`config.mk`:
```
export PLATFORM = sky130hd
export DESIGN_NAME = rtfl_core
export DESIGN_NICKNAME = d
export VERILOG_FILES = /design/src/common/rtfl_pkg.sv /design/src/rtl/rtfl_core.sv
export SDC_FILE = /design/constraint.sdc
export NUM_CORES = 1
export LEC_CHECK = 0
export ABC_AREA = 1
export BUFFER_PORTS_ARGS = -buffer_cell sky130_fd_sc_hd__buf_2
export CAP_MARGIN = 20
export CORE_MARGIN = 8
export CORE_UTILIZATION = 35
export CTS_CLUSTER_SIZE = 30
export DETAILED_ROUTE_END_ITERATION = 16
export PLACE_DENSITY = 0.53
export RECOVER_POWER = 100
export SYNTH_ARGS = -nofsm -noshare
export SYNTH_HDL_FRONTEND = slang
export SYNTH_SLANG_ARGS = --single-unit
export TNS_END_PERCENT = 30
```
`constraint.sdc`:
```
create_clock -name i_clock -period 18 [get_ports i_clock]
set_input_delay 2.7 -clock i_clock [delete_from_list [all_inputs] [get_ports i_clock]]
set_output_delay 2.7 -clock i_clock [all_outputs]
set_load 0.05 [all_outputs]
```
`src/common/rtfl_pkg.sv`:
```
// Constants shared by the ramp, readback and fast-lock control block.
// Assumes a 32-bit APB slave with every register on an aligned word.
package rtfl_pkg;
    // Register byte addresses.
    localparam logic [7:0] ADDR_R0     = 8'h00;
    localparam logic [7:0] ADDR_R1     = 8'h04;
    localparam logic [7:0] ADDR_R2     = 8'h08;
    localparam logic [7:0] ADDR_R3     = 8'h0C;
    localparam logic [7:0] ADDR_R4     = 8'h10;
    localparam logic [7:0] ADDR_R5     = 8'h14;
    localparam logic [7:0] ADDR_R6     = 8'h18;
    localparam logic [7:0] ADDR_STAT   = 8'h1C;
    localparam logic [7:0] ADDR_HINT   = 8'h20;
    localparam logic [7:0] ADDR_HFRAC  = 8'h24;
    // Reset value of every control register.
    localparam logic [31:0] REG_RESET  = 32'h0000_0000;
    // Field positions.
    localparam int R0_START   = 31;
    localparam int MUX_HI     = 30, MUX_LO   = 27;
    localparam int INT_HI     = 26, INT_LO   = 15;
    localparam int FRM_HI     = 14, FRM_LO   = 3;
    localparam int FRL_HI     = 27, FRL_LO   = 15;
    localparam int RDIV_HI    = 14, RDIV_LO  = 3;
    localparam int RMODE_HI   = 11, RMODE_LO = 10;
    localparam int TEST_HI    = 25, TEST_LO  = 21;
    localparam int RB_HI      = 22, RB_LO    = 21;
    localparam int FL_HI      = 20, FL_LO    = 19;
    localparam int SDIV_HI    = 18, SDIV_LO  = 7;
    localparam int EXT_STEP   = 29;
    localparam int IRQ_HI     = 27, IRQ_LO   = 26;
    localparam int DEV_HI     = 18, DEV_LO   = 3;
    localparam int STEPS_HI   = 22, STEPS_LO = 3;
    // Field codes.
    localparam logic [3:0] MUX_SEL_RAMP   = 4'hF;
    localparam logic [4:0] TEST_RAMP_DONE = 5'h03;
    localparam logic [1:0] RB_ENABLE      = 2'h2;
    localparam logic [1:0] IRQ_OFF        = 2'h0;
    localparam logic [1:0] IRQ_CONTINUE   = 2'h1;
    localparam logic [1:0] IRQ_STOP       = 2'h3;
    localparam logic [1:0] FL_OFF         = 2'h0;
    localparam logic [1:0] FL_DIVIDER     = 2'h1;
    localparam logic [1:0] RMODE_BURST    = 2'h3;
    // Widths of the divide words and the readback word.
    localparam int INT_W   = 12;
    localparam int FRAC_W  = 25;
    localparam int RB_W    = INT_W + FRAC_W;
endpackage

```
`src/rtl/rtfl_core.sv`:
```
// Ramp stepping, interrupt readback, fast-lock timer and third-order
// sigma-delta modulator of a fractional-N synthesizer.
// Assumes i_clock is the phase-detector clock and an APB master
// on the same clock; trigger and serial clock pins are asynchronous.
//
// The APB interface to the registers and the placing of the registers were left to the implementer.
`timescale 1ns/100ps

// Notes on behaviour
// - Mux select 1111 and test field 00011 put ramp-complete on output pin.
// - External-step bit bypasses ramp timer; trigger pulses advance each step.
// - Interrupts are detected on the rising edge of the trigger pin.
// - Interrupt mode 00 off, 01 interrupt and continue, 11 interrupt and halt.
// - After interrupt a 37-bit word, 12 integer then 25 fraction, reads out.
// - With fast lock enabled each R0 write starts a wide-bandwidth interval; here an R0 write that sets the ramp start bit starts none.
// - Interval length is ramp divider times second divider clock periods.
// - Fast-lock timer stays inactive while a ramp is running.
// - Fast-lock mode 01 boosts pump x16 and closes both filter switches.
// - Modulator is third order, 25-bit modulus, updated every clock.
module rtfl_core
    import rtfl_pkg::*;
(
    input  wire logic        i_clock,                  // Phase-detector clock.
    input  wire logic        i_rstn,                   // Async reset, active low.
    input  wire logic        psel,                     // APB select.
    input  wire logic        penable,                  // APB access phase.
    input  wire logic        pwrite,                   // APB write.
    input  wire logic [7:0]  paddr,                    // APB byte address.
    input  wire logic [31:0] pwdata,                   // APB write data.
    output logic      [31:0] prdata,                   // APB read data.
    output logic             pready,                   // APB ready.
    output logic             pslverr,                  // APB error.
    input  wire logic        i_step_trigger_pin,       // Step and interrupt pin.
    input  wire logic        i_readback_clock_pin,     // Shifts readback bits.
    output logic             o_multiplexed_output_pin, // Muxed output pin.
    output logic             o_pump_gain_x16,          // Charge pump boost.
    output logic             o_filter_switch_ground,   // Switch to ground.
    output logic             o_filter_switch_pump,     // Switch to pump out.
    output logic [11:0]      o_divide_int,             // Integer divide value.
    output logic [3:0]       o_divide_offset           // Signed modulator offset.
);

    ////////////////////////////////////////////////////////////////////////
    // State.

    typedef struct packed {
        logic              trig_s1, trig_s2, trig_d;
        logic              sclk_s1, sclk_s2, sclk_d;
        logic [31:0]       r0, r1, r2, r3, r4, r5, r6;
        logic [31:0]       rdata;
        logic              ramp_on, halted, ramp_done;
        logic [11:0]       tmr;
        logic [19:0]       step_cnt;
        logic [INT_W-1:0]  cur_int;
        logic [FRAC_W-1:0] cur_frac;
        logic [23:0]       fl_cnt;
        logic              wide;
        logic [RB_W-1:0]   hold, shift;
        logic              rb_valid;
        logic [FRAC_W-1:0] a1, a2, a3;
        logic              c2d, c3d, c3dd;
        logic [INT_W-1:0]  sdm_int;
        logic [3:0]        sdm_off;
        logic              mux_out;
    } rtfl_state_t;

    rtfl_state_t s_r;
    rtfl_state_t s_nxt;
    logic        rst_s1_r;
    logic        rst_n_r;

    ////////////////////////////////////////////////////////////////////////
    // Reset release through two flip-flops; assertion stays asynchronous.

    always_ff @(posedge i_clock or negedge i_rstn) begin
        if (!i_rstn) begin
            rst_s1_r <= 1'b0;
            rst_n_r  <= 1'b0;
        end else begin
            rst_s1_r <= 1'b1;
            rst_n_r  <= rst_s1_r;
        end
    end

    ////////////////////////////////////////////////////////////////////////
    // Next-state logic.

    logic              wr_en;
    logic              trig_rise;
    logic              sclk_rise;
    logic              step;
    logic              tmr_hit;
    logic [11:0]       rdiv;
    logic [19:0]       steps;
    logic [1:0]        irq_mode;
    logic [RB_W-1:0]   pos;
    logic [RB_W-1:0]   base;
    logic [FRAC_W:0]   sum1, sum2, sum3;
    logic [3:0]        off;

    // APB answers in the first access cycle; read data is taken at setup.
    assign pready  = psel & penable;
    assign wr_en   = psel & penable & pwrite;
    assign prdata  = s_r.rdata;

    always_comb begin
        s_nxt     = s_r;
        pslverr   = 1'b0;
        // The second and third flops of each synchroniser feed the edge detectors.
        s_nxt.trig_s1 = i_step_trigger_pin;
        s_nxt.trig_s2 = s_r.trig_s1;
        s_nxt.trig_d  = s_r.trig_s2;
        s_nxt.sclk_s1 = i_readback_clock_pin;
        s_nxt.sclk_s2 = s_r.sclk_s1;
        s_nxt.sclk_d  = s_r.sclk_s2;
        trig_rise = s_r.trig_s2 & ~s_r.trig_d;
        sclk_rise = s_r.sclk_s2 & ~s_r.sclk_d;
        irq_mode  = s_r.r5[IRQ_HI:IRQ_LO];
        rdiv      = s_r.r2[RDIV_HI:RDIV_LO];
        steps     = s_r.r6[STEPS_HI:STEPS_LO];
        base      = {s_r.r0[INT_HI:INT_LO], s_r.r0[FRM_HI:FRM_LO],
                     s_r.r1[FRL_HI:FRL_LO]};
        pos       = {s_r.cur_int, s_r.cur_frac};

        // Register file: unmapped addresses answer with an error.
        case (paddr)
            ADDR_R0, ADDR_R1, ADDR_R2, ADDR_R3, ADDR_R4, ADDR_R5, ADDR_R6,
            ADDR_STAT, ADDR_HINT, ADDR_HFRAC: pslverr = 1'b0;
            default: pslverr = pready;
        endcase
        if (psel && !penable) begin
            case (paddr)
                ADDR_R0:    s_nxt.rdata = s_r.r0;
                ADDR_R1:    s_nxt.rdata = s_r.r1;
                ADDR_R2:    s_nxt.rdata = s_r.r2;
                ADDR_R3:    s_nxt.rdata = s_r.r3;
                ADDR_R4:    s_nxt.rdata = s_r.r4;
                ADDR_R5:    s_nxt.rdata = s_r.r5;
                ADDR_R6:    s_nxt.rdata = s_r.r6;
                ADDR_STAT:  s_nxt.rdata = {28'h0000000, s_r.wide, s_r.halted,
                                           s_r.ramp_on, s_r.rb_valid};
                ADDR_HINT:  s_nxt.rdata = {20'h00000, s_r.hold[RB_W-1:FRAC_W]};
                ADDR_HFRAC: s_nxt.rdata = {7'h00, s_r.hold[FRAC_W-1:0]};
                default:    s_nxt.rdata = 32'h0000_0000;
            endcase
        end
        if (wr_en) begin
            case (paddr)
                ADDR_R1: s_nxt.r1 = pwdata;
                ADDR_R2: s_nxt.r2 = pwdata;
                ADDR_R3: s_nxt.r3 = pwdata;
                ADDR_R4: s_nxt.r4 = pwdata;
                ADDR_R5: s_nxt.r5 = pwdata;
                ADDR_R6: s_nxt.r6 = pwdata;
                default: s_nxt.r1 = s_nxt.r1;
            endcase
        end

        // Ramp timer; a zero divider is treated as one.
        tmr_hit = ({8'h00, s_r.tmr} + 20'h00001) >= {8'h00, rdiv};
        if (!s_r.ramp_on || s_r.halted || tmr_hit)
            s_nxt.tmr = 12'h000;
        else
            s_nxt.tmr = s_r.tmr + 12'h001;

        // External mode steps on trigger edges; a halting interrupt wins.
        if (s_r.r5[EXT_STEP])
            step = trig_rise && irq_mode != IRQ_STOP;
        else
            step = tmr_hit;
        step = step & s_r.ramp_on & ~s_r.halted;

        // Stepping adds the signed deviation word to the divide value.
        s_nxt.ramp_done = 1'b0;
        if (step) begin
            pos = pos + {{(RB_W-16){s_r.r5[DEV_HI]}}, s_r.r5[DEV_HI:DEV_LO]};
            if (s_r.step_cnt + 20'h00001 >= steps) begin
                s_nxt.ramp_done = 1'b1;
                s_nxt.step_cnt  = 20'h00000;
                pos             = base;
                // A single burst ends the ramp; other modes start over.
                if (s_r.r3[RMODE_HI:RMODE_LO] == RMODE_BURST)
                    s_nxt.ramp_on = 1'b0;
            end else begin
                s_nxt.step_cnt = s_r.step_cnt + 20'h00001;
            end
        end

        // Fast-lock countdown runs only outside ramp operation.
        if (s_r.fl_cnt != 24'h000000)
            s_nxt.fl_cnt = s_r.fl_cnt - 24'h000001;

        // Writing R0 reloads the divide value and may start a ramp.
        if (wr_en && paddr == ADDR_R0) begin
            s_nxt.r0       = pwdata;
            s_nxt.ramp_on  = pwdata[R0_START];
            s_nxt.halted   = 1'b0;
            s_nxt.step_cnt = 20'h00000;
            pos = {pwdata[INT_HI:INT_LO], pwdata[FRM_HI:FRM_LO],
                   s_r.r1[FRL_HI:FRL_LO]};
            if (s_r.r4[FL_HI:FL_LO] != FL_OFF)
                s_nxt.fl_cnt = 24'(rdiv) * 24'(s_r.r4[SDIV_HI:SDIV_LO]);
        end
        if (s_nxt.ramp_on)
            s_nxt.fl_cnt = 24'h000000;
        s_nxt.wide     = s_nxt.fl_cnt != 24'h000000;
        s_nxt.cur_int  = pos[RB_W-1:FRAC_W];
        s_nxt.cur_frac = pos[FRAC_W-1:0];

        // Readback shifter moves one bit per rising readback clock edge.
        if (sclk_rise)
            s_nxt.shift = {s_r.shift[RB_W-2:0], 1'b0};
        // An R4 write rearms readback; an interrupt in that cycle still wins.
        if (wr_en && paddr == ADDR_R4)
            s_nxt.rb_valid = 1'b0;
        if (trig_rise && irq_mode != IRQ_OFF) begin
            s_nxt.hold     = {s_r.cur_int, s_r.cur_frac};
            s_nxt.shift    = {s_r.cur_int, s_r.cur_frac};
            s_nxt.rb_valid = 1'b1;
            if (irq_mode == IRQ_STOP)
                s_nxt.halted = 1'b1;
        end

        // MASH 1-1-1 modulator on the current fraction, every clock.
        sum1 = {1'b0, s_r.a1} + {1'b0, s_r.cur_frac};
        sum2 = {1'b0, s_r.a2} + {1'b0, sum1[FRAC_W-1:0]};
        sum3 = {1'b0, s_r.a3} + {1'b0, sum2[FRAC_W-1:0]};
        s_nxt.a1   = sum1[FRAC_W-1:0];
        s_nxt.a2   = sum2[FRAC_W-1:0];
        s_nxt.a3   = sum3[FRAC_W-1:0];
        s_nxt.c2d  = sum2[FRAC_W];
        s_nxt.c3d  = sum3[FRAC_W];
        s_nxt.c3dd = s_r.c3d;
        off = {3'b000, sum1[FRAC_W]} + {3'b000, sum2[FRAC_W]}
            - {3'b000, s_r.c2d} + {3'b000, sum3[FRAC_W]}
            - {2'b00, s_r.c3d, 1'b0} + {3'b000, s_r.c3dd};
        s_nxt.sdm_off = off;
        s_nxt.sdm_int = s_r.cur_int;

        // Output pin selection.
        s_nxt.mux_out = 1'b0;
        if (s_r.r0[MUX_HI:MUX_LO] == MUX_SEL_RAMP) begin
            if (s_r.r4[TEST_HI:TEST_LO] == TEST_RAMP_DONE)
                s_nxt.mux_out = s_nxt.ramp_done;
            else if (s_r.r4[RB_HI:RB_LO] == RB_ENABLE)
                s_nxt.mux_out = s_nxt.shift[RB_W-1];
        end
    end

    ////////////////////////////////////////////////////////////////////////
    // State register.

    always_ff @(posedge i_clock or negedge rst_n_r) begin
        if (!rst_n_r) begin
            s_r    <= '0;
            s_r.r0 <= REG_RESET;
            s_r.r4 <= REG_RESET;
        end else begin
            s_r <= s_nxt;
        end
    end

    ////////////////////////////////////////////////////////////////////////
    // Outputs: mux and divide outputs straight from flip-flops; boost and switches decoded from flip-flops.

    // Only the divider setting 01 drives the boost and loop-filter switches.
    assign o_pump_gain_x16 = s_r.wide && s_r.r4[FL_HI:FL_LO] == FL_DIVIDER;
    assign o_filter_switch_ground  = o_pump_gain_x16;
    assign o_filter_switch_pump    = o_pump_gain_x16;
    assign o_multiplexed_output_pin = s_r.mux_out;
    assign o_divide_int    = s_r.sdm_int;
    assign o_divide_offset = s_r.sdm_off;

endmodule // rtfl_core

```
==> impl_metrics.yaml <==
run_status:
  status: "complete, but fails checks"
  violations: "capacitance limit, slew limit"
hold_path:
  min_path_type: "flip-flop to flip-flop"
timing:
  worst_pin_slew_ps: 4015
  slew_violations: 1265
  fin_setup_tns_ps: 0
  fin_skew_ps: 55.73
  finalCritPeriodShare_pct: 69.23
  fmax_mhz: 80.25
  setup_viol: 0
  rsz0062_at_grt: "false"
  setup_slack_ps: 5539
  finalCriticalPeriod_ps: 12460
  slew-limit-headroom_pct: -167.6
  hold_viol_final: 0
global_route:
  grt_usage_pct: 20.66
  antenna_found_initial: 9
  grt_overflow: 0
  grt_max_degree: 74
  grt_pass1_wl_mm: 173.5
  grt_pass1_vias: 28220
critical_path:
  crit_type: "input port to flip-flop"
  crit_fanout: 50
  worstPathRequired_ps: 18570
  critPathLaunchType: "input port"
  path_cells: "buf_2 -> nor2_1 -> nand3_1 -> nor2_1 -> nand2_1 -> inv_1 -> clkbuf_1 -> nor2_1 -> inv_1 -> o21ai_0 -> o21ai_0"
  worst_setup_path_end_kind: "flip-flop"
  cpMaxStageDelayCell: "nor2_1"
  worst_ep_arrival_time_ps: 13030
  max_stage_delay_ps: 2270
  critPathMostFrequentCell: "nor2_1"
clock_tree:
  insertion_delay_ps: 680
  cts.sinks: 530
  cts_setup_buffers: 0
  holdBufCountCts: 0
  numCtsBuffers: 61
  htreeDepth: 2
  cts_tree: "done"
  ctsResizeCount: 0
  clockRootBuffer: "clkbuf_16"
  clock_path_buffers: 3
  clk_pin_slew_ps: 60
final_layout:
  synthToLayoutAreaGrowth_pct: 9.797
  drive_gt1_share_pct: 4.610
  nets: 4681
synthesis:
  synthCells: 4303
  async_flop_share_pct: 100.0
  synthFlopType: "dfrtp_1"
  syn_avg_cell_area_um2: 7.958
  ys_ff_latch: 530
  yosysSeqAreaShare_pct: 38.73
  synth_edf_count: 0
  yosysWarnings: 0
  syn_area_um2: 34240
  synth_cell_type_count: 51
  synthesis.nets: 4673
drt:
  wl_per_cell_um: 20.00
  via_per_inst: 5.138
  first_pass_iters: 6
  drtAntennaViolNets: 0
  routed_wl_mm: 112.8
  drc: 0
  vias: 28990
  drt_iter0_markers: 2652
placed_design:
  hpwl_mm: 85.20
  io_buffers: 100
  gp_congestion: 0.9348
  preCtsSetupSlack_ps: 9970
floorplanning:
  dieArea_um2: 108100
  die_y_um: 328.8
  fp-row-count: 114
  core_area_um2: 96850
  pin_count: 101
  initial_utilization_pct: 35.36
  die_w_um: 328.8
power:
  p_leak_uw: 0.01923
  peakVddDrop_uv: 111.4
  p_per_area_nw_per_um2: 126.0
flow_run:
  drv_cap: 26
where the power goes:
part / total [µW] / switching [µW] / internal (µW)
Combinational: 1990 / 1240 / 745
Sequential: 1450 / 75.8 / 1370
Clock: 1300 / 529 / 771
state kept, by name, summed over array words and instances (netlist names):
| name | count |
|---|---|
| s_nxt | 17 |
| prdata | 32 |
| o_multiplexed_output_pin | 1 |
| rdiv | 12 |
| rst_n_r | 1 |
| o_divide_int | 12 |
| irq_mode | 2 |
| o_divide_offset | 4 |
| s_r | 411 |
| rst_s1_r | 1 |
| base | 37 |
kinds of logic (layout without fill, tap and decap cells):
| group | after synthesis | count (layout) | synth area share (%) |
|---|---|---|---|
| AOI/OAI and AO/OA | 850 | 850 | 13.85 |
| xor gates and xnor gates | 127 | 127 | 3.248 |
| adders and majority gates | 323 | 323 | 14.13 |
| buffers and inverters | 812 | 869 | 9.585 |
| DFF | 530 | 530 | 38.73 |
| muxes | 16 | 16 | 0.5262 |
| other | 1 | 7 | 0.01095 |
| and+or+nand+nor | 1644 | 1644 | 19.92 |
final cells by class:
| cell class | count | area, µm² |
|---|---|---|
| antenna | 6 | 15.01 |
| fill | 10080 | 59250 |
| sequential | 530 | 13260 |
| clock buffer | 91 | 1861 |
| inverter | 625 | 2346 |
| clock inverter | 21 | 271.5 |
| timing repair buffer | 132 | 584.3 |
| tap | 1276 | 1597 |
| multi-input combinational | 2961 | 17660 |
worst paths after layout:
| check | to | cells after the start | startpoint | slack [ps] |
|---|---|---|---|---|
| setup reg to reg | s_r[257] | 3 | rst_n_r | 7360 |
| min in group asynchronous | prdata[16] | 0 | rst_n_r | 610 |
| setup / recovery | s_r[202] | 11 | paddr[7] | 5540 |
| max in group asynchronous | s_r[257] | 3 | rst_n_r | 7360 |
| hold / removal | s_nxt[523] | 0 | s_nxt[524] | 350 |
| hold reg to reg | s_nxt[523] | 0 | s_nxt[524] | 350 |
per-stage QoR:
stage	power, µW	cells	hold slack (ps)	instance area (µm²)	utilization [%]
finish	4738	5642	348.3	37600	38.82
global route	5102	5636	365.3	37580	38.80
CTS	4784	5635	313.6	37820	39.04
detailed placement	3458	5523	308.4	35680	36.84
global placement	3451	5523	306.4	35680	36.84
floorplan	3008	4303	331.2	34240	-
synth_stat cells, types with 2 or more instances:
cell type | count | area, µm²
nand2_1 | 1047 | 3930
inv_1 | 610 | 2290
dfrtp_1 | 530 | 13260
o21ai_0 | 427 | 2137
nor2_1 | 243 | 912.1
nand3_1 | 225 | 1126
ha_1 | 217 | 2715
a21oi_1 | 213 | 1066
clkbuf_1 | 106 | 397.9
fa_1 | 106 | 2122
xor2_1 | 85 | 744.5
buf_4 | 52 | 390.4
nand4_1 | 46 | 287.8
xnor2_1 | 42 | 367.9
o22ai_1 | 41 | 256.5
a221oi_1 | 30 | 262.8
nor3_1 | 30 | 150.1
buf_2 | 25 | 125.1
a21o_1 | 20 | 150.1
o211ai_1 | 18 | 135.1
o21ai_1 | 17 | 85.08
mux2_2 | 16 | 180.2
o21bai_1 | 16 | 120.1
a31oi_1 | 15 | 93.84
nor4_1 | 15 | 93.84
o2111ai_1 | 15 | 131.4
o21a_1 | 14 | 105.1
inv_2 | 13 | 48.80
nand3b_1 | 11 | 82.58
or2_2 | 8 | 50.05
a21boi_0 | 5 | 37.54
a211oi_1 | 4 | 30.03
a22o_1 | 4 | 35.03
nand2_2 | 4 | 25.02
nor2_4 | 4 | 45.04
o41ai_1 | 4 | 35.03
and3_1 | 3 | 18.77
buf_1 | 3 | 11.26
o31ai_1 | 3 | 22.52
clkinv_1 | 2 | 7.510
nand3_2 | 2 | 20.02
nor2_8 | 2 | 40.04
o221ai_1 | 2 | 17.52
worst max-delay path: cells and delay by family:
family,cells,cell delay (ps)
and+or+nand+nor,5,5700
buffers and inverters,4,4090
AOI/OAI and AO/OA,2,460
per-layer routing:
metal	GRT usage (%)	vias up	routed length, µm
li1	-	13980	-
met1	29.47	14020	52240
met2	32.45	826	50370
met3	2.854	161	6534
met4	6.271	4	3680
met5	0	-	22
cell usage in the layout (no fill, tap or decap), drive strengths merged, types with 16 or more instances in the layout:
cell	instances
o22ai	41
ha	217
xnor2	42
inv	624
xor2	85
buf	53
fa	106
a21oi	214
o211ai	19
nand2	1052
o21ai	444
clkinv	16
a21o	20
dfrtp	530
nand3	227
nor3	31
mux2	16
nand4	47
o21bai	16
clkbuf	170
a221oi	30
nor2	250
(Power assumes the default switching activity.)
